[src/brake_seq_pkg.sv]
// constants shared by the stop-phase brake sequencer and its hold timer
// assumes one 125 MHz clock and 16-bit register data
package brake_seq_pkg;
    // register word addresses
    localparam logic [3:0] addr_start_freq = 4'h0;
    localparam logic [3:0] addr_duration = 4'h1;
    localparam logic [3:0] addr_voltage = 4'h2;
    localparam logic [3:0] addr_starting_freq = 4'h3;
    localparam logic [3:0] addr_pre_exc = 4'h4;
    localparam logic [3:0] addr_brake_op = 4'h5;
    localparam logic [3:0] addr_status = 4'h6;
    // frequency in 0.1 Hz steps, duration in 0.1 s steps
    localparam logic [15:0] freq_max = 16'h04b0;          // 120.0 Hz
    localparam logic [15:0] freq_code_starting = 16'h270f; // 9999
    localparam logic [15:0] freq_default = 16'h001e;      // 3.0 Hz
    localparam logic [15:0] freq_default_vector = 16'h0005; // 0.5 Hz
    localparam logic [15:0] starting_freq_default = 16'h0005;
    localparam logic [15:0] dur_max = 16'h0064;           // 10.0 s
    localparam logic [15:0] dur_code_external = 16'h22b8; // 8888
    localparam logic [15:0] dur_default = 16'h0005;       // 0.5 s
    localparam logic [15:0] volt_max = 16'h001e;          // 30 %
    localparam logic [15:0] volt_default = 16'h0004;      // 4 %
    localparam logic [1:0] brake_op_dc = 2'h0;
    localparam logic [1:0] brake_op_zero = 2'h1;
    localparam logic [1:0] brake_op_flux = 2'h2;
    // control methods
    localparam logic [1:0] ctl_vf = 2'h0;
    localparam logic [1:0] ctl_sensorless = 2'h1;
    localparam logic [1:0] ctl_vector = 2'h2;
    // hold timer tick
    localparam int clk_mhz = 125;
    localparam int tick_ms = 100;
    localparam int tick_cycles = tick_ms * 1000 * clk_mhz;
endpackage

[src/brake_hold_timer.sv]
// hold timer: counts 0.1 s ticks down from a loaded duration
// assumes start is a one-cycle pulse and duration is at least one tick
`timescale 1ns/1ps
`default_nettype none
module brake_hold_timer #(
    parameter int tick_cycles = brake_seq_pkg::tick_cycles
) (
    input wire logic clk,
    input wire logic nrst,
    input wire logic start,
    input wire logic stop,
    input wire logic [15:0] tenths,
    output logic done
);
    logic [23:0] tick_r, tick_nxt;
    logic [15:0] left_r, left_nxt;
    logic run_r, run_nxt;
    logic done_r, done_nxt;

    // restart reloads both counters so a late start never inherits a partial tick
    always_comb begin
        tick_nxt = tick_r;
        left_nxt = left_r;
        run_nxt = run_r;
        done_nxt = 1'b0;
        if (start) begin
            tick_nxt = 24'(tick_cycles - 1);
            left_nxt = tenths;
            run_nxt = 1'b1;
        end else if (stop) begin
            run_nxt = 1'b0;
        end else if (run_r) begin
            if (tick_r == 24'h000000) begin
                tick_nxt = 24'(tick_cycles - 1);
                if (left_r <= 16'h0001) begin
                    run_nxt = 1'b0;
                    done_nxt = 1'b1;
                end
                left_nxt = left_r - 16'h0001;
            end else begin
                tick_nxt = tick_r - 24'h000001;
            end
        end
    end

    always_ff @(posedge clk) begin
        if (!nrst) begin
            tick_r <= 24'h000000;
            left_r <= 16'h0000;
            run_r <= 1'b0;
            done_r <= 1'b0;
        end else begin
            tick_r <= tick_nxt;
            left_r <= left_nxt;
            run_r <= run_nxt;
            done_r <= done_nxt;
        end
    end

    assign done = done_r;
endmodule
`default_nettype wire

[src/motor_stop_brake_sequencer.sv]
// stop-phase brake sequencer: picks the holding action, when it starts and how long it lasts
// assumes synchronous inputs from the speed loop and a plain register port from software
`timescale 1ns/1ps
`default_nettype none
module motor_stop_brake_sequencer #(
    parameter int tick_cycles = brake_seq_pkg::tick_cycles,
    parameter logic [15:0] volt_reset = brake_seq_pkg::volt_default
) (
    input wire logic clk,
    input wire logic nrst,
    input wire logic [3:0] reg_addr,
    input wire logic [15:0] reg_wdata,
    input wire logic reg_wr,
    input wire logic reg_rd,
    output logic [15:0] reg_rdata,
    input wire logic [15:0] output_frequency,
    input wire logic decelerating,
    input wire logic [1:0] control_method,
    input wire logic encoder_option_present,
    input wire logic external_brake_request,
    output logic dc_inject_en,
    output logic [4:0] dc_voltage_percent,
    output logic zero_speed_en,
    output logic servo_lock_en,
    output logic flux_decay_en,
    output logic coast,
    output logic brake_active
);
    typedef enum logic [3:0] {
        st_idle = 4'b0001,
        st_timed = 4'b0010,
        st_external = 4'b0100,
        st_released = 4'b1000
    } seq_state_e;

    typedef enum logic [4:0] {
        act_none = 5'b00001,
        act_dc = 5'b00010,
        act_zero = 5'b00100,
        act_servo = 5'b01000,
        act_flux = 5'b10000
    } action_e;

    // settings
    logic [15:0] start_freq_r, start_freq_nxt;
    logic freq_is_default_r, freq_is_default_nxt;
    logic [15:0] duration_r, duration_nxt;
    logic [15:0] voltage_r, voltage_nxt;
    logic [15:0] starting_freq_r, starting_freq_nxt;
    logic pre_exc_r, pre_exc_nxt;
    logic [1:0] brake_op_r, brake_op_nxt;
    logic [15:0] rdata_r, rdata_nxt;

    seq_state_e state_r, state_nxt;
    action_e action_r, action_nxt;
    logic timer_start, timer_done;
    logic [15:0] threshold;
    logic dur_external;

    function automatic logic is_addr(input logic [3:0] a, input logic [3:0] b);
        is_addr = (a == b);
    endfunction

    // register writes; out-of-range values are dropped so settings stay legal
    always_comb begin
        start_freq_nxt = start_freq_r;
        freq_is_default_nxt = freq_is_default_r;
        duration_nxt = duration_r;
        voltage_nxt = voltage_r;
        starting_freq_nxt = starting_freq_r;
        pre_exc_nxt = pre_exc_r;
        brake_op_nxt = brake_op_r;
        if (reg_wr) begin
            if (is_addr(reg_addr, brake_seq_pkg::addr_start_freq) &&
                (reg_wdata <= brake_seq_pkg::freq_max ||
                 reg_wdata == brake_seq_pkg::freq_code_starting)) begin
                start_freq_nxt = reg_wdata;
                freq_is_default_nxt = 1'b0;
            end
            if (is_addr(reg_addr, brake_seq_pkg::addr_duration) &&
                (reg_wdata <= brake_seq_pkg::dur_max ||
                 reg_wdata == brake_seq_pkg::dur_code_external)) begin
                duration_nxt = reg_wdata;
            end
            if (is_addr(reg_addr, brake_seq_pkg::addr_voltage) &&
                reg_wdata <= brake_seq_pkg::volt_max) begin
                voltage_nxt = reg_wdata;
            end
            if (is_addr(reg_addr, brake_seq_pkg::addr_starting_freq) &&
                reg_wdata <= brake_seq_pkg::freq_max) begin
                starting_freq_nxt = reg_wdata;
            end
            if (is_addr(reg_addr, brake_seq_pkg::addr_pre_exc) && encoder_option_present &&
                reg_wdata <= 16'h0001) begin
                pre_exc_nxt = reg_wdata[0];
            end
            if (is_addr(reg_addr, brake_seq_pkg::addr_brake_op) &&
                reg_wdata <= 16'h0002) begin
                brake_op_nxt = reg_wdata[1:0];
            end
        end
    end

    // read data valid the cycle after the strobe only
    always_comb begin
        rdata_nxt = 16'h0000;
        if (reg_rd) begin
            case (reg_addr)
                brake_seq_pkg::addr_start_freq: rdata_nxt = threshold;
                brake_seq_pkg::addr_duration: rdata_nxt = duration_r;
                brake_seq_pkg::addr_voltage: rdata_nxt = voltage_r;
                brake_seq_pkg::addr_starting_freq: rdata_nxt = starting_freq_r;
                brake_seq_pkg::addr_pre_exc: rdata_nxt = {15'h0000, pre_exc_r};
                brake_seq_pkg::addr_brake_op: rdata_nxt = {14'h0000, brake_op_r};
                brake_seq_pkg::addr_status: rdata_nxt = {7'h00, action_r, state_r};
                default: rdata_nxt = 16'h0000;
            endcase
        end
    end

    // effective threshold: the default follows the control method until software writes one
    always_comb begin
        if (freq_is_default_r) begin
            threshold = (control_method == brake_seq_pkg::ctl_vector) ?
                brake_seq_pkg::freq_default_vector : brake_seq_pkg::freq_default;
        end else if (start_freq_r == brake_seq_pkg::freq_code_starting) begin
            threshold = starting_freq_r;
        end else begin
            threshold = start_freq_r;
        end
    end

    assign dur_external = (duration_r == brake_seq_pkg::dur_code_external);

    // sequence and action choice; outputs follow the registered action
    always_comb begin
        state_nxt = state_r;
        action_nxt = action_r;
        timer_start = 1'b0;
        case (state_r)
            st_idle: begin
                action_nxt = act_none;
                if (dur_external && external_brake_request) begin
                    state_nxt = st_external;
                    if (control_method == brake_seq_pkg::ctl_vector) begin
                        action_nxt = pre_exc_r ? act_servo : act_zero;
                    end else if (control_method == brake_seq_pkg::ctl_sensorless) begin
                        action_nxt = act_zero;
                    end else begin
                        action_nxt = (voltage_r == 16'h0000) ? act_none : act_dc;
                    end
                end else if (decelerating && !dur_external &&
                             output_frequency <= threshold) begin
                    if (duration_r == 16'h0000) begin
                        state_nxt = st_released;
                    end else begin
                        state_nxt = st_timed;
                        timer_start = 1'b1;
                        if (control_method == brake_seq_pkg::ctl_vector) begin
                            action_nxt = pre_exc_r ? act_servo : act_zero;
                        end else if (control_method == brake_seq_pkg::ctl_sensorless &&
                                     brake_op_r == brake_seq_pkg::brake_op_zero) begin
                            action_nxt = act_zero;
                        end else if (control_method == brake_seq_pkg::ctl_sensorless &&
                                     brake_op_r == brake_seq_pkg::brake_op_flux) begin
                            action_nxt = act_flux;
                        end else begin
                            action_nxt = (voltage_r == 16'h0000) ? act_none : act_dc;
                        end
                    end
                end
            end
            st_timed: begin
                if (timer_done) begin
                    state_nxt = st_released;
                    action_nxt = act_none;
                end
            end
            st_external: begin
                if (!external_brake_request) begin
                    state_nxt = st_idle;
                    action_nxt = act_none;
                end
            end
            st_released: begin
                // stay released until deceleration ends so one stop brakes once
                action_nxt = act_none;
                if (!decelerating) begin
                    state_nxt = st_idle;
                end
            end
            default: begin
                state_nxt = st_idle;
                action_nxt = act_none;
            end
        endcase
    end

    brake_hold_timer #(
        .tick_cycles(tick_cycles)
    ) u_timer (
        .clk(clk),
        .nrst(nrst),
        .start(timer_start),
        .stop(state_r != st_timed),
        .tenths(duration_r),
        .done(timer_done)
    );

    always_ff @(posedge clk) begin
        if (!nrst) begin
            start_freq_r <= brake_seq_pkg::freq_default;
            freq_is_default_r <= 1'b1;
            duration_r <= brake_seq_pkg::dur_default;
            voltage_r <= volt_reset;
            starting_freq_r <= brake_seq_pkg::starting_freq_default;
            pre_exc_r <= 1'b0;
            brake_op_r <= brake_seq_pkg::brake_op_dc;
            rdata_r <= 16'h0000;
            state_r <= st_idle;
            action_r <= act_none;
        end else begin
            start_freq_r <= start_freq_nxt;
            freq_is_default_r <= freq_is_default_nxt;
            duration_r <= duration_nxt;
            voltage_r <= voltage_nxt;
            starting_freq_r <= starting_freq_nxt;
            pre_exc_r <= pre_exc_nxt;
            brake_op_r <= brake_op_nxt;
            rdata_r <= rdata_nxt;
            state_r <= state_nxt;
            action_r <= action_nxt;
        end
    end

    // outputs registered from the next action and state; voltage forced to zero outside DC injection
    logic dc_r, zero_r, servo_r, flux_r, coast_r, active_r;
    logic [4:0] volt_out_r;
    always_ff @(posedge clk) begin
        if (!nrst) begin
            dc_r <= 1'b0;
            zero_r <= 1'b0;
            servo_r <= 1'b0;
            flux_r <= 1'b0;
            coast_r <= 1'b0;
            active_r <= 1'b0;
            volt_out_r <= 5'h00;
        end else begin
            dc_r <= (action_nxt == act_dc);
            zero_r <= (action_nxt == act_zero);
            servo_r <= (action_nxt == act_servo);
            flux_r <= (action_nxt == act_flux);
            coast_r <= (state_nxt == st_released) ||
                       (state_nxt != st_idle && action_nxt == act_none);
            active_r <= (action_nxt != act_none);
            volt_out_r <= (action_nxt == act_dc) ? voltage_r[4:0] : 5'h00;
        end
    end

    assign reg_rdata = rdata_r;
    assign dc_inject_en = dc_r;
    assign dc_voltage_percent = volt_out_r;
    assign zero_speed_en = zero_r;
    assign servo_lock_en = servo_r;
    assign flux_decay_en = flux_r;
    assign coast = coast_r;
    assign brake_active = active_r;
endmodule
`default_nettype wire

[config.mk]
export PLATFORM = sky130hd
export DESIGN_NAME = motor_stop_brake_sequencer
export DESIGN_NICKNAME = d
export VERILOG_FILES = /design/src/brake_seq_pkg.sv /design/src/brake_hold_timer.sv /design/src/motor_stop_brake_sequencer.sv
export SDC_FILE = /design/constraint.sdc
export NUM_CORES = 1
export LEC_CHECK = 0
export BUFFER_PORTS_ARGS = -buffer_cell sky130_fd_sc_hd__buf_4
export CAP_MARGIN = 10
export CELL_PAD_IN_SITES_DETAIL_PLACEMENT = 1
export CELL_PAD_IN_SITES_GLOBAL_PLACEMENT = 2
export CORE_ASPECT_RATIO = 0.9
export CORE_UTILIZATION = 23
export CTS_BUF_LIST = sky130_fd_sc_hd__clkbuf_8 sky130_fd_sc_hd__clkbuf_16
export CTS_CLUSTER_SIZE = 20
export DETAILED_ROUTE_END_ITERATION = 8
export GPL_TIMING_DRIVEN = 0
export PLACE_DENSITY = 0.63
export SKIP_CTS_REPAIR_TIMING = 1
export SYNTH_ARGS = -nofsm -noshare
export SYNTH_HDL_FRONTEND = slang
export SYNTH_SLANG_ARGS = --single-unit
export TNS_END_PERCENT = 5
[constraint.sdc]
create_clock -name clk -period 7.85 [get_ports clk]
set_input_delay 1.1775 -clock clk [delete_from_list [all_inputs] [get_ports clk]]
set_output_delay 1.1775 -clock clk [all_outputs]
set_load 0.03 [all_outputs]
Yosys cells after proc, flatten, opt, wreduce, memory -nomap -nowiden
Index checks and enable logic that the tools add are counted.
{"block": "totals", "regBits": 146, "inputBits": 45, "elab_cells": 141}
{"block": "op_classes", "n_addsub": 2, "order_cmp": 7, "n_eq_ne": 28, "n_mux": 42, "bitwise_logic": 4, "reduce_logical": 36}
{"operator": "$pmux 16 s7", "count": 1}
{"operator": "$mux 16", "count": 6}
{"operator": "$mux 24", "count": 4}
{"operator": "$eq 16x14->1 const B", "count": 4}
{"operator": "$mux 5", "count": 9}
{"operator": "$le 16x1->1 const B", "count": 2}
{"operator": "$logic_not 16->1", "count": 2}
{"operator": "$mux 4", "count": 8}
{"operator": "$logic_not 24->1", "count": 1}
{"operator": "$sub 24x1->24 const B", "count": 1}
{"operator": "$reduce_and 2->1", "count": 10}
{"operator": "$eq 4x3->1 const B", "count": 4}
{"operator": "$le 16x11->1 const B", "count": 1}
{"operator": "$le 16x16->1", "count": 1}
{"operator": "$le 16x2->1 const B", "count": 1}
{"operator": "$le 16x5->1 const B", "count": 1}
{"operator": "$le 16x7->1 const B", "count": 1}
{"operator": "$pmux 4 s4", "count": 1}
{"operator": "$sub 16x1->16 const B", "count": 1}
{"operator": "$pmux 5 s3", "count": 1}
{"operator": "$logic_and 1x1->1", "count": 13}
{"operator": "$eq 4x2->1 const B", "count": 3}
{"operator": "$mux 1", "count": 10}
{"operator": "$eq 4x1->1 const B", "count": 2}
{"operator": "other kinds (22)", "count": 31}

Logic depth before layout (Yosys ltp)
Gate-level depths: netlist of the first run.
{"block": "depth", "word_depth": 12, "depth_mapped": 16, "depth_no_buf": 14}

Hierarchy
Synthesis of the first run repeated with hierarchy kept, for this count alone.
{"block": "unflattened", "hier_cells": 846, "area_unflattened_um2": 7430.9}
{"mod": "motor_stop_brake_sequencer", "instances": 1, "cells_per_inst": 590, "area_per_inst_um2": 5270.1, "seq_area_each_um2": 2082.0}
{"mod": "brake_hold_timer", "instances": 1, "cells_per_inst": 256, "area_per_inst_um2": 2160.8, "seq_area_each_um2": 840.8}

Worst setup path before layout of the first run
Ideal clock, no wire load.
{"block": "synth_timing", "path_type": "reg-to-reg", "startpoint": "reg start_freq_r[12]", "endpoint": "reg u_timer.tick_r[19]", "setup_ps": 91, "arrival_time_ps": 3861, "required_time_ps": 7759, "setup_slack_ps": 3898, "stages_incl_launch_ff": 17, "n_path_buf": 2, "cell_sequence": "dfxtp_1 or4b_1 nor4_1 and2_1 clkbuf_1 a21oi_1 nor2_1 inv_1 ha_1 a21oi_1 nand2_1 a211o_1 o31a_1 o21ai_0 clkbuf_1 a21oi_1 a311oi_1"}
{"block": "synth_via", "elab_chain_cells": 10, "elab_cells_between_ends": 12}
{"element": "start, declared", "line_no": "motor_stop_brake_sequencer.sv:45", "rtl": "logic [15:0] start_freq_r, start_freq_nxt;"}
{"element": "start signal, assigned", "line_no": "motor_stop_brake_sequencer.sv:212", "rtl": "start_freq_r <= brake_seq_pkg::freq_default;"}
{"element": "start signal, assigned", "line_no": "motor_stop_brake_sequencer.sv:223", "rtl": "start_freq_r <= start_freq_nxt;"}
{"element": "$eq 16x14->1", "line_no": "motor_stop_brake_sequencer.sv:126", "rtl": "end else if (start_freq_r == brake_seq_pkg::freq_code_starting) begin"}
{"element": "$mux 16 *", "line_no": "motor_stop_brake_sequencer.sv:126"}
{"element": "$mux 16 *", "line_no": "motor_stop_brake_sequencer.sv:123", "rtl": "if (freq_is_default_r) begin"}
{"element": "$le 16x16->1 *", "line_no": "motor_stop_brake_sequencer.sv:153", "rtl": "output_frequency <= threshold) begin"}
{"element": "$logic_and 1x1->1 *", "line_no": "motor_stop_brake_sequencer.sv:152", "rtl": "end else if (decelerating && !dur_external &&"}
{"element": "$mux 1 *", "line_no": "motor_stop_brake_sequencer.sv:152"}
{"element": "$mux 1 *", "line_no": "motor_stop_brake_sequencer.sv:143", "rtl": "if (dur_external && external_brake_request) begin"}
{"element": "$mux 1 *", "line_no": "motor_stop_brake_sequencer.sv:140", "rtl": "case (state_r)"}
{"element": "$ne 2x2->1 (no line) / $reduce_bool 2->1 (equally long branches)"}
{"element": "$reduce_and 2->1 (no line)"}
{"element": "end signal, assigned", "line_no": "brake_hold_timer.sv:53", "rtl": "tick_r <= tick_nxt;"}
{"element": "end, declared", "line_no": "brake_hold_timer.sv:15", "rtl": "logic [23:0] tick_r, tick_nxt;"}
Mark *: on every way between the ends. The rest lies on a longest branch, timed or not.
A chain may end at the register's enable or synchronous reset.

Worst setup path in the final report of the first run
Same ends and word-level chain as after synthesis.

==> impl_metrics.py, run 1 <==
metrics = {
    "outcome": {
        "status": "completed",
    },
    "detailed_routing": {
        "highest-signal-layer": "met4",
        "detail_route.iter0.violations": 390,
        "route.detailed.drc": 0,
        "first_pass_iters": 5,
        "totalWireLength_mm": 27.2,
        "met2_wirelength_mm": 11.3,
        "met3_length_mm": 1.05,
        "routedWlPerCell_um": 19.9,
        "avgViaCountPerCell": 4.88,
        "via_count": 6652,
        "drt.antenna.violating_nets": 0,
        "wl_met1_mm": 14.7,
    },
    "run": {
        "maxCapViolCount": 0,
    },
    "timing": {
        "finalSetupViolCount": 0,
        "grt_setup_unrepaired": "false",
        "post-route-period-util": 0.665,
        "totalNegativeSetupSlack_ns": 0,
        "timing.final.max_slew_violations": 0,
        "worst_pin_slew_ns": 0.882,
        "finalClockSkew_ns": 0.0167,
        "fin_crit_ns": 5.22,
        "relSlewSlack": 0.412,
        "report.final.hold_viol_count": 0,
        "maxClockFrequency_ghz": 0.192,
    },
    "clocking": {
        "clockRootBuffer": "clkbuf_16",
        "worst_skew_pair.late_latency_ns": 0.44,
        "h-tree-depth": 4,
        "cts.clk_slew.worst_paths_ns": 0.08,
        "cts_inserted_buffers": 17,
        "clock_tree.buffer_depth": 2,
        "cts_tree": "built",
        "cts.sinks": 146,
    },
    "critical_path": {
        "critical_path.max_stage_delay_ns": 0.56,
        "crit_path_top_delay_cell": "a21boi_0",
        "worst_reg2reg_path_length_in_cells": 16,
        "crit_required_ns": 8.19,
        "timing.critical_path.cells": "or4b_1 -> nor4_1 -> and2_1 -> clkbuf_1 -> nand2_1 -> a21boi_0 -> inv_1 -> ha_1 -> nand2_1 -> nor4_1 -> nand3_1 -> o31a_1 -> o21ai_0 -> clkbuf_1 -> a21oi_1 -> a311oi_1",
        "worst_setup_path_end_kind": "flop",
        "cp_max_fo": 10,
        "timing.critical_path.from_type": "flop",
        "worst-endpoint-arrival_ns": 5.56,
        "critical_path_class": "flop to flop",
    },
    "worst_hold_path": {
        "min_path_type": "flop to flop",
        "hold_path_depth": 2,
    },
    "final_layout": {
        "fillerInstances": 3674,
        "design_area_um2": 8890,
        "final_layout_size_suffix_gt1_frac": 0.136,
        "layout.cells.most_common": "dfxtp_1",
        "post_layout_net_count": 1006,
        "area.growth.synth_to_final_pct": 21.8,
        "layout.core_utilization": 0.286,
        "top_library_cells_by_usage_in_the_layout_fill_and_taps_aside": "dfxtp_1, nor2_1, nand2_1, buf_4, mux2i_1",
        "diodes": 0,
    },
    "pwr": {
        "vdd_drop_max_mv": 0.126,
        "static-leakage-power_nw": 3.51,
        "powerDensity_nw_per_um2": 202,
        "totalPowerFinal_mw": 1.80,
    },
    "synthesis": {
        "synthesis.area_um2": 7310,
        "syn_nets": 924,
        "count_of_flip_flops_with_a_built_in_enable_after_synthesis": 0,
        "main_combinational_cell_family_by_area_after_synthesis": "simple AND/OR/NAND/NOR gates",
        "ys_warn_count": 0,
        "synth_top_cell_area_share": 0.400,
        "synth_area_leaders": "dfxtp_1, mux2i_1, nor2_1",
        "synth_seq_area_share": 0.400,
        "synth_simple_gate_area_frac": 0.270,
        "post_synth_num_cell_types": 66,
        "postSynthRegisterBits": 146,
        "synthAdderAreaFrac": 0.0343,
        "synth.mux.area_fraction": 0.0718,
        "compound_cell_area_share_of_the_yosys_netlist": 0.153,
        "asyncSetResetFlopFracSynth": 0,
        "synthesized_netlist_cell_count": 859,
        "dominantRegCellSynth": "dfxtp_1",
        "netlist.top_cell.by_area": "dfxtp_1",
        "synth_area_per_cell_um2": 8.50,
        "synth_xor_xnor_area_share": 0.0288,
    },
    "floorplanning": {
        "die_area_um2": 32500,
        "rows": 61,
        "placeableCoreArea_um2": 31100,
        "die_height_um": 171,
        "initial_core_util": 0.235,
        "num_io_pins": 72,
        "die_span_in_x_um": 190,
    },
    "placed_design": {
        "placed_area_um2": 8300,
        "gp_routability_congestion": 0.827,
        "detailed_place_hpwl_mm": 20.9,
        "port_buffers": 62,
    },
    "global_routing": {
        "grt_first_pass_wirelength_mm": 41.7,
        "initial_antenna_violation_count": 0,
        "number_of_global_route_vias_before_repair": 6745,
        "grt_max_degree": 17,
        "grt_util_all_layers": 0.171,
        "global_route.overflow_total": 0,
    },
}
## worst paths after layout
check                                 startpoint                 end  slack [ns]
worst max-delay path            start_freq_r[12]  u_timer.tick_r[19]        2.63
worst min-delay path             start_freq_r[7]     start_freq_r[7]        0.48
worst max register to register  start_freq_r[12]  u_timer.tick_r[19]        2.63
worst min register to register   start_freq_r[7]     start_freq_r[7]        0.48
## layout make-up
cell class              instances  area [µm²]  share of cell area
clock inverters                14         159              0.0179
clock buffers                  18         439              0.0494
inverters                      30         113              0.0127
flip-flops and latches        146        2920               0.329
well taps                     409         512              0.0575
plain buffers                  48         194              0.0218
multi-input cells             635        4080               0.459
repair buffers                 63         473              0.0532
## Yosys cell counts (all sizes together) (3+ instances only)
cell    count
o31ai       4
clkbuf     40
a21oi      43
inv        29
nor4b       4
o211ai      7
nand2b     14
mux2i      49
a21boi      4
a31oi       5
mux2        3
nand2      77
buf         8
nor2b       8
or4         9
dfxtp     146
o31a        3
nand4b      6
nor3b       5
xor2       15
nor2      107
o211a       3
or3        13
and3       28
a22oi       5
nand4      10
a211oi     20
nand3b      7
o22ai       7
o21ai      34
a22o        8
nand3      26
and2        8
nor4       20
ha         20
and4        4
xnor2       9
nor3       22
or2         3
## power by group
group,internal (mW),switching (mW)
logic,0.0653,0.118
registers,0.754,0.0132
clock network,0.461,0.384
## stage by stage
step,setup WS (ns),hold WS (ns),cells
2_1_floorplan,3.90,0.429,859
3_3_place_gp,2.74,0.460,1330
3_5_place_dp,2.69,0.473,1331
4_1_cts,2.67,0.484,1363
5_1_grt,2.26,0.510,1363
6_report,2.63,0.484,1363
## cells by family (layout without fill, tap and decap cells)
logic type / count (synthesis) / after routing
buffers and inverters: 78 / 173
xor gates and xnor gates: 24 / 24
and+or+nand+nor: 373 / 373
muxes: 52 / 52
AOI/OAI and AO/OA: 166 / 166
DFF: 146 / 146
adders and majority gates: 20 / 20
## critical path: cells and delay by family (launching register included)
family | cells | cell delay, ns
buffers and inverters | 3 | 0.96
AOI/OAI and AO/OA | 5 | 1.75
DFF | 1 | 0.33
and+or+nand+nor | 7 | 1.76
adders and majority gates | 1 | 0.30
## state kept, by name, indices dropped and copies added, names as in the netlist
register            cells
action_r                5
brake_active            1
brake_op_r              2
coast                   1
dc_inject_en            1
dc_voltage_percent      5
duration_r             16
flux_decay_en           1
freq_is_default_r       1
pre_exc_r               1
reg_rdata              16
servo_lock_en           1
start_freq_r           16
starting_freq_r        16
state_r                 4
u_timer.done            1
u_timer.left_r         16
u_timer.run_r           1
u_timer.tick_r         24
voltage_r              16
zero_speed_en           1
## routing by layer
layer / vias to the layer above / global-route usage
li1: 3245 / -
met1: 3281 / 0.259
met2: 112 / 0.252
met3: 14 / 0.0283
met4: 0 / 0.0326
met5: - / 0
No activity file was read; power rests on OpenSTA's default activity.
==> run 2: changes to the inputs <==
ABC_AREA = 1   (was unset)
PLACE_DENSITY = 0.65   (was 0.63)
clock period = 5.1 ns   (was 7.85 ns; I/O delays follow)
==> impl_metrics.py, run 2 <==
metrics = {
    "critical_path": {
        "timing.critical_path.from_type": "flop",
        "timing.critical_path.cells": "nand4_1 -> nor2_1 -> nand2_1 -> clkbuf_1 -> o21ai_0 -> nand2_1 -> ha_1 -> a21o_1 -> nor2_1 -> nand2_1 -> nand2_1 -> nand2_1 -> nand2_2 -> nand4_4 -> nand2_2 -> inv_2 -> buf_6 -> nand2_1 -> a21oi_1",
        "critical_path_class": "flop to flop",
        "worst_reg2reg_path_length_in_cells": 19,
        "crit_path_top_delay_cell": "o21ai_0",
        "crit_required_ns": 5.38,
        "worst_setup_path_end_kind": "flop",
        "cpMostUsedCell": "nand2_1",
        "setup.worst_path.start": "start_freq_r[13]",
        "r2r_setup_slack_ns": 1.28,
        "crit_reg_reg_endpoint": "u_timer.left_r[9]",
        "reg2reg_from": "start_freq_r[13]",
        "cp_num_buf_inv": 3,
        "stages_on_the_worst_setup_path": 19,
        "critical_path.max_stage_delay_ns": 0.53,
        "worst-endpoint-arrival_ns": 4.09,
        "endpoint": "u_timer.left_r[9]",
        "timing.critical_path.max_delay_family": "simple AND/OR/NAND/NOR gates",
        "cp_max_fo": 10,
    },
    "floorplanning": {
        "initial_core_util": 0.236,
        "rows": 62,
        "placeableCoreArea_um2": 32200,
        "die_span_in_x_um": 193,
        "die_area_um2": 33700,
        "num_io_pins": 72,
        "die_height_um": 174,
    },
    "worst_hold_path": {
        "min_path_type": "flop to flop",
    },
    "detailed_routing": {
        "avgViaCountPerCell": 4.67,
        "wl_met1_mm": 15.5,
        "drt.antenna.violating_nets": 0,
        "via_count": 7302,
        "met3_length_mm": 1.18,
        "route.detailed.drc": 6,
        "detail_route.iter0.violations": 392,
        "met2_wirelength_mm": 11.8,
        "totalWireLength_mm": 28.7,
        "highest-signal-layer": "met4",
        "routedWlPerCell_um": 18.4,
        "first_pass_iters": 8,
    },
    "clocking": {
        "clockRootBuffer": "clkbuf_16",
        "h-tree-depth": 4,
        "worst_skew_pair.late_latency_ns": 0.44,
        "cts.sinks": 146,
        "cts_inserted_buffers": 17,
        "clock_tree.buffer_depth": 2,
        "cts_tree": "built",
        "cts.clk_slew.worst_paths_ns": 0.06,
    },
    "timing": {
        "finalClockSkew_ns": 0.0137,
        "maxClockFrequency_ghz": 0.262,
        "totalNegativeSetupSlack_ns": 0,
        "grt_setup_unrepaired": "false",
        "timing.final.max_slew_violations": 0,
        "finalSetupViolCount": 0,
        "worst_pin_slew_ns": 0.993,
        "relSlewSlack": 0.333,
        "report.final.hold_viol_count": 0,
        "post-route-period-util": 0.748,
        "fin_worst_hold_slack_ns": 0.458,
        "fin_crit_ns": 3.82,
    },
    "global_routing": {
        "number_of_global_route_vias_before_repair": 7441,
        "global_route.overflow_total": 0,
        "grt_max_degree": 17,
        "grt_util_all_layers": 0.176,
        "grt_first_pass_wirelength_mm": 44.6,
        "initial_antenna_violation_count": 0,
    },
    "pwr": {
        "vdd_drop_max_mv": 0.240,
        "power_frac_clock": 0.448,
        "switching_share": 0.281,
        "powerDensity_nw_per_um2": 313,
        "comb_power_share": 0.143,
        "internal_power_mw": 2.08,
        "power.share.sequential": 0.409,
        "p_sw_uw": 813,
        "static-leakage-power_nw": 3.95,
    },
    "synthesis": {
        "synth_area_leaders": "dfxtp_1, nand2_1, inv_1",
        "post_synth_num_cell_types": 49,
        "synth_seq_area_share": 0.385,
        "yosys.cell_count.top_type": "nand2_1",
        "postSynthRegisterBits": 146,
        "dominantRegCellSynth": "dfxtp_1",
        "synth_area_per_cell_um2": 7.26,
        "count_of_flip_flops_with_a_built_in_enable_after_synthesis": 0,
        "syn_nets": 1110,
        "synthesis.area_um2": 7580,
        "ys_warn_count": 0,
        "netlist.top_cell.by_area": "dfxtp_1",
        "asyncSetResetFlopFracSynth": 0,
        "netlist_top_cells_count": "nand2_1, inv_1, dfxtp_1",
        "synth_top_cell_area_share": 0.385,
        "synthesized_netlist_cell_count": 1045,
    },
    "outcome": {
        "status": "finished with violations",
        "violations_in_the_final_reports": "DRC",
    },
    "final_layout": {
        "final_layout_size_suffix_gt1_frac": 0.158,
        "max_flop_register": "u_timer.tick_r",
        "fillerInstances": 3958,
        "multi_input_gate_area_um2": 3880,
        "post_layout_net_count": 1200,
        "area.growth.synth_to_final_pct": 21.6,
        "layout.cells.most_common": "inv_1",
        "final-seq-area_um2": 2920,
        "diodes": 0,
        "flip_flop_count_of_the_largest_register_all_copies_and_words_added": 24,
        "top_library_cells_by_usage_in_the_layout_fill_and_taps_aside": "inv_1, nand2_1, dfxtp_1, nor2_1, a21oi_1",
    },
    "placed_design": {
        "detailed_place_hpwl_mm": 22.9,
        "port_buffers": 71,
        "gp_routability_congestion": 0.838,
    },
    "run": {
        "maxCapViolCount": 0,
    },
}
-- run 2: cell count changes in the layout (fill, tap and decap cells not counted), moves of 19 or more --
cell	change
inv_1	+125
nand2_1	+74
mux2i_1	-49
a21oi_1	+41
nand3_1	+39
and3_1	-27
o21ai_0	+27
clkbuf_1	-25
inv_2	+19
-- run 2: power by group through the flow --
stage | clock network, mW | registers [mW] | logic [mW]
2_1_floorplan | 0 | 1.21 | 0.271
3_3_place_gp | 0 | 1.21 | 0.414
3_5_place_dp | 0 | 1.21 | 0.416
4_1_cts | 1.33 | 1.18 | 0.418
5_1_grt | 1.38 | 1.19 | 0.462
6_report | 1.29 | 1.18 | 0.413
-- run 2: metal layers --
metal  vias up  GRT usage
li1       3658          -
met1      3499      0.261
met2       127      0.255
met3        18     0.0347
met4         0     0.0447
met5         -          0
-- run 2: cells by family after synthesis --
family / Yosys count / synth area share
AND/OR/NAND/NOR: 429 / 0.274
AO/OA/AOI/OAI: 226 / 0.174
flip-flops: 146 / 0.385
adder cells (fa/ha/maj): 20 / 0.0330
buffers and inverters: 198 / 0.104
XOR/XNOR: 26 / 0.0300
-- run 2: stage by stage --
stage                     instances  utilization  power [mW]  cell area [µm²]  setup WS [ns]
after detailed placement       1532        0.268        1.62             8640           1.24
after CTS                      1563        0.287        2.93             9220           1.32
after global placement         1532        0.268        1.62             8640           1.19
after global routing           1563        0.287        3.02             9220          0.974
after floorplan                1045            -        1.48             7580           2.43
final                          1563        0.287        2.89             9220           1.28
-- run 2: worst min-delay path by stage --
stage | cells past startpoint | from | end
after CTS | 2 | voltage_r[10] | voltage_r[10]
after detailed placement | 2 | voltage_r[10] | voltage_r[10]
final | 2 | voltage_r[10] | voltage_r[10]
after global placement | 2 | voltage_r[10] | voltage_r[10]
after global routing | 2 | voltage_r[7] | voltage_r[7]
after floorplan | 1 | u_timer.tick_r[0] | u_timer.tick_r[0]
-- run 2: tightest hold or removal path: cells and delay by family, from the launching register on --
family | cells | cell delay [ns]
and+or+nand+nor | 1 | 0.07
buffers and inverters | 1 | 0.04
DFF | 1 | 0.31
-- run 2: final cells by class --
| type | count | share of cell area |
|---|---|---|
| Sequential cell | 146 | 0.317 |
| Tap cell | 416 | 0.0564 |
| Multi-Input combinational cell | 701 | 0.420 |
| Inverter | 169 | 0.0688 |
| Clock inverter | 13 | 0.0159 |
| Timing Repair Buffer | 71 | 0.0578 |
| Clock buffer | 18 | 0.0476 |
| Buffer | 29 | 0.0164 |
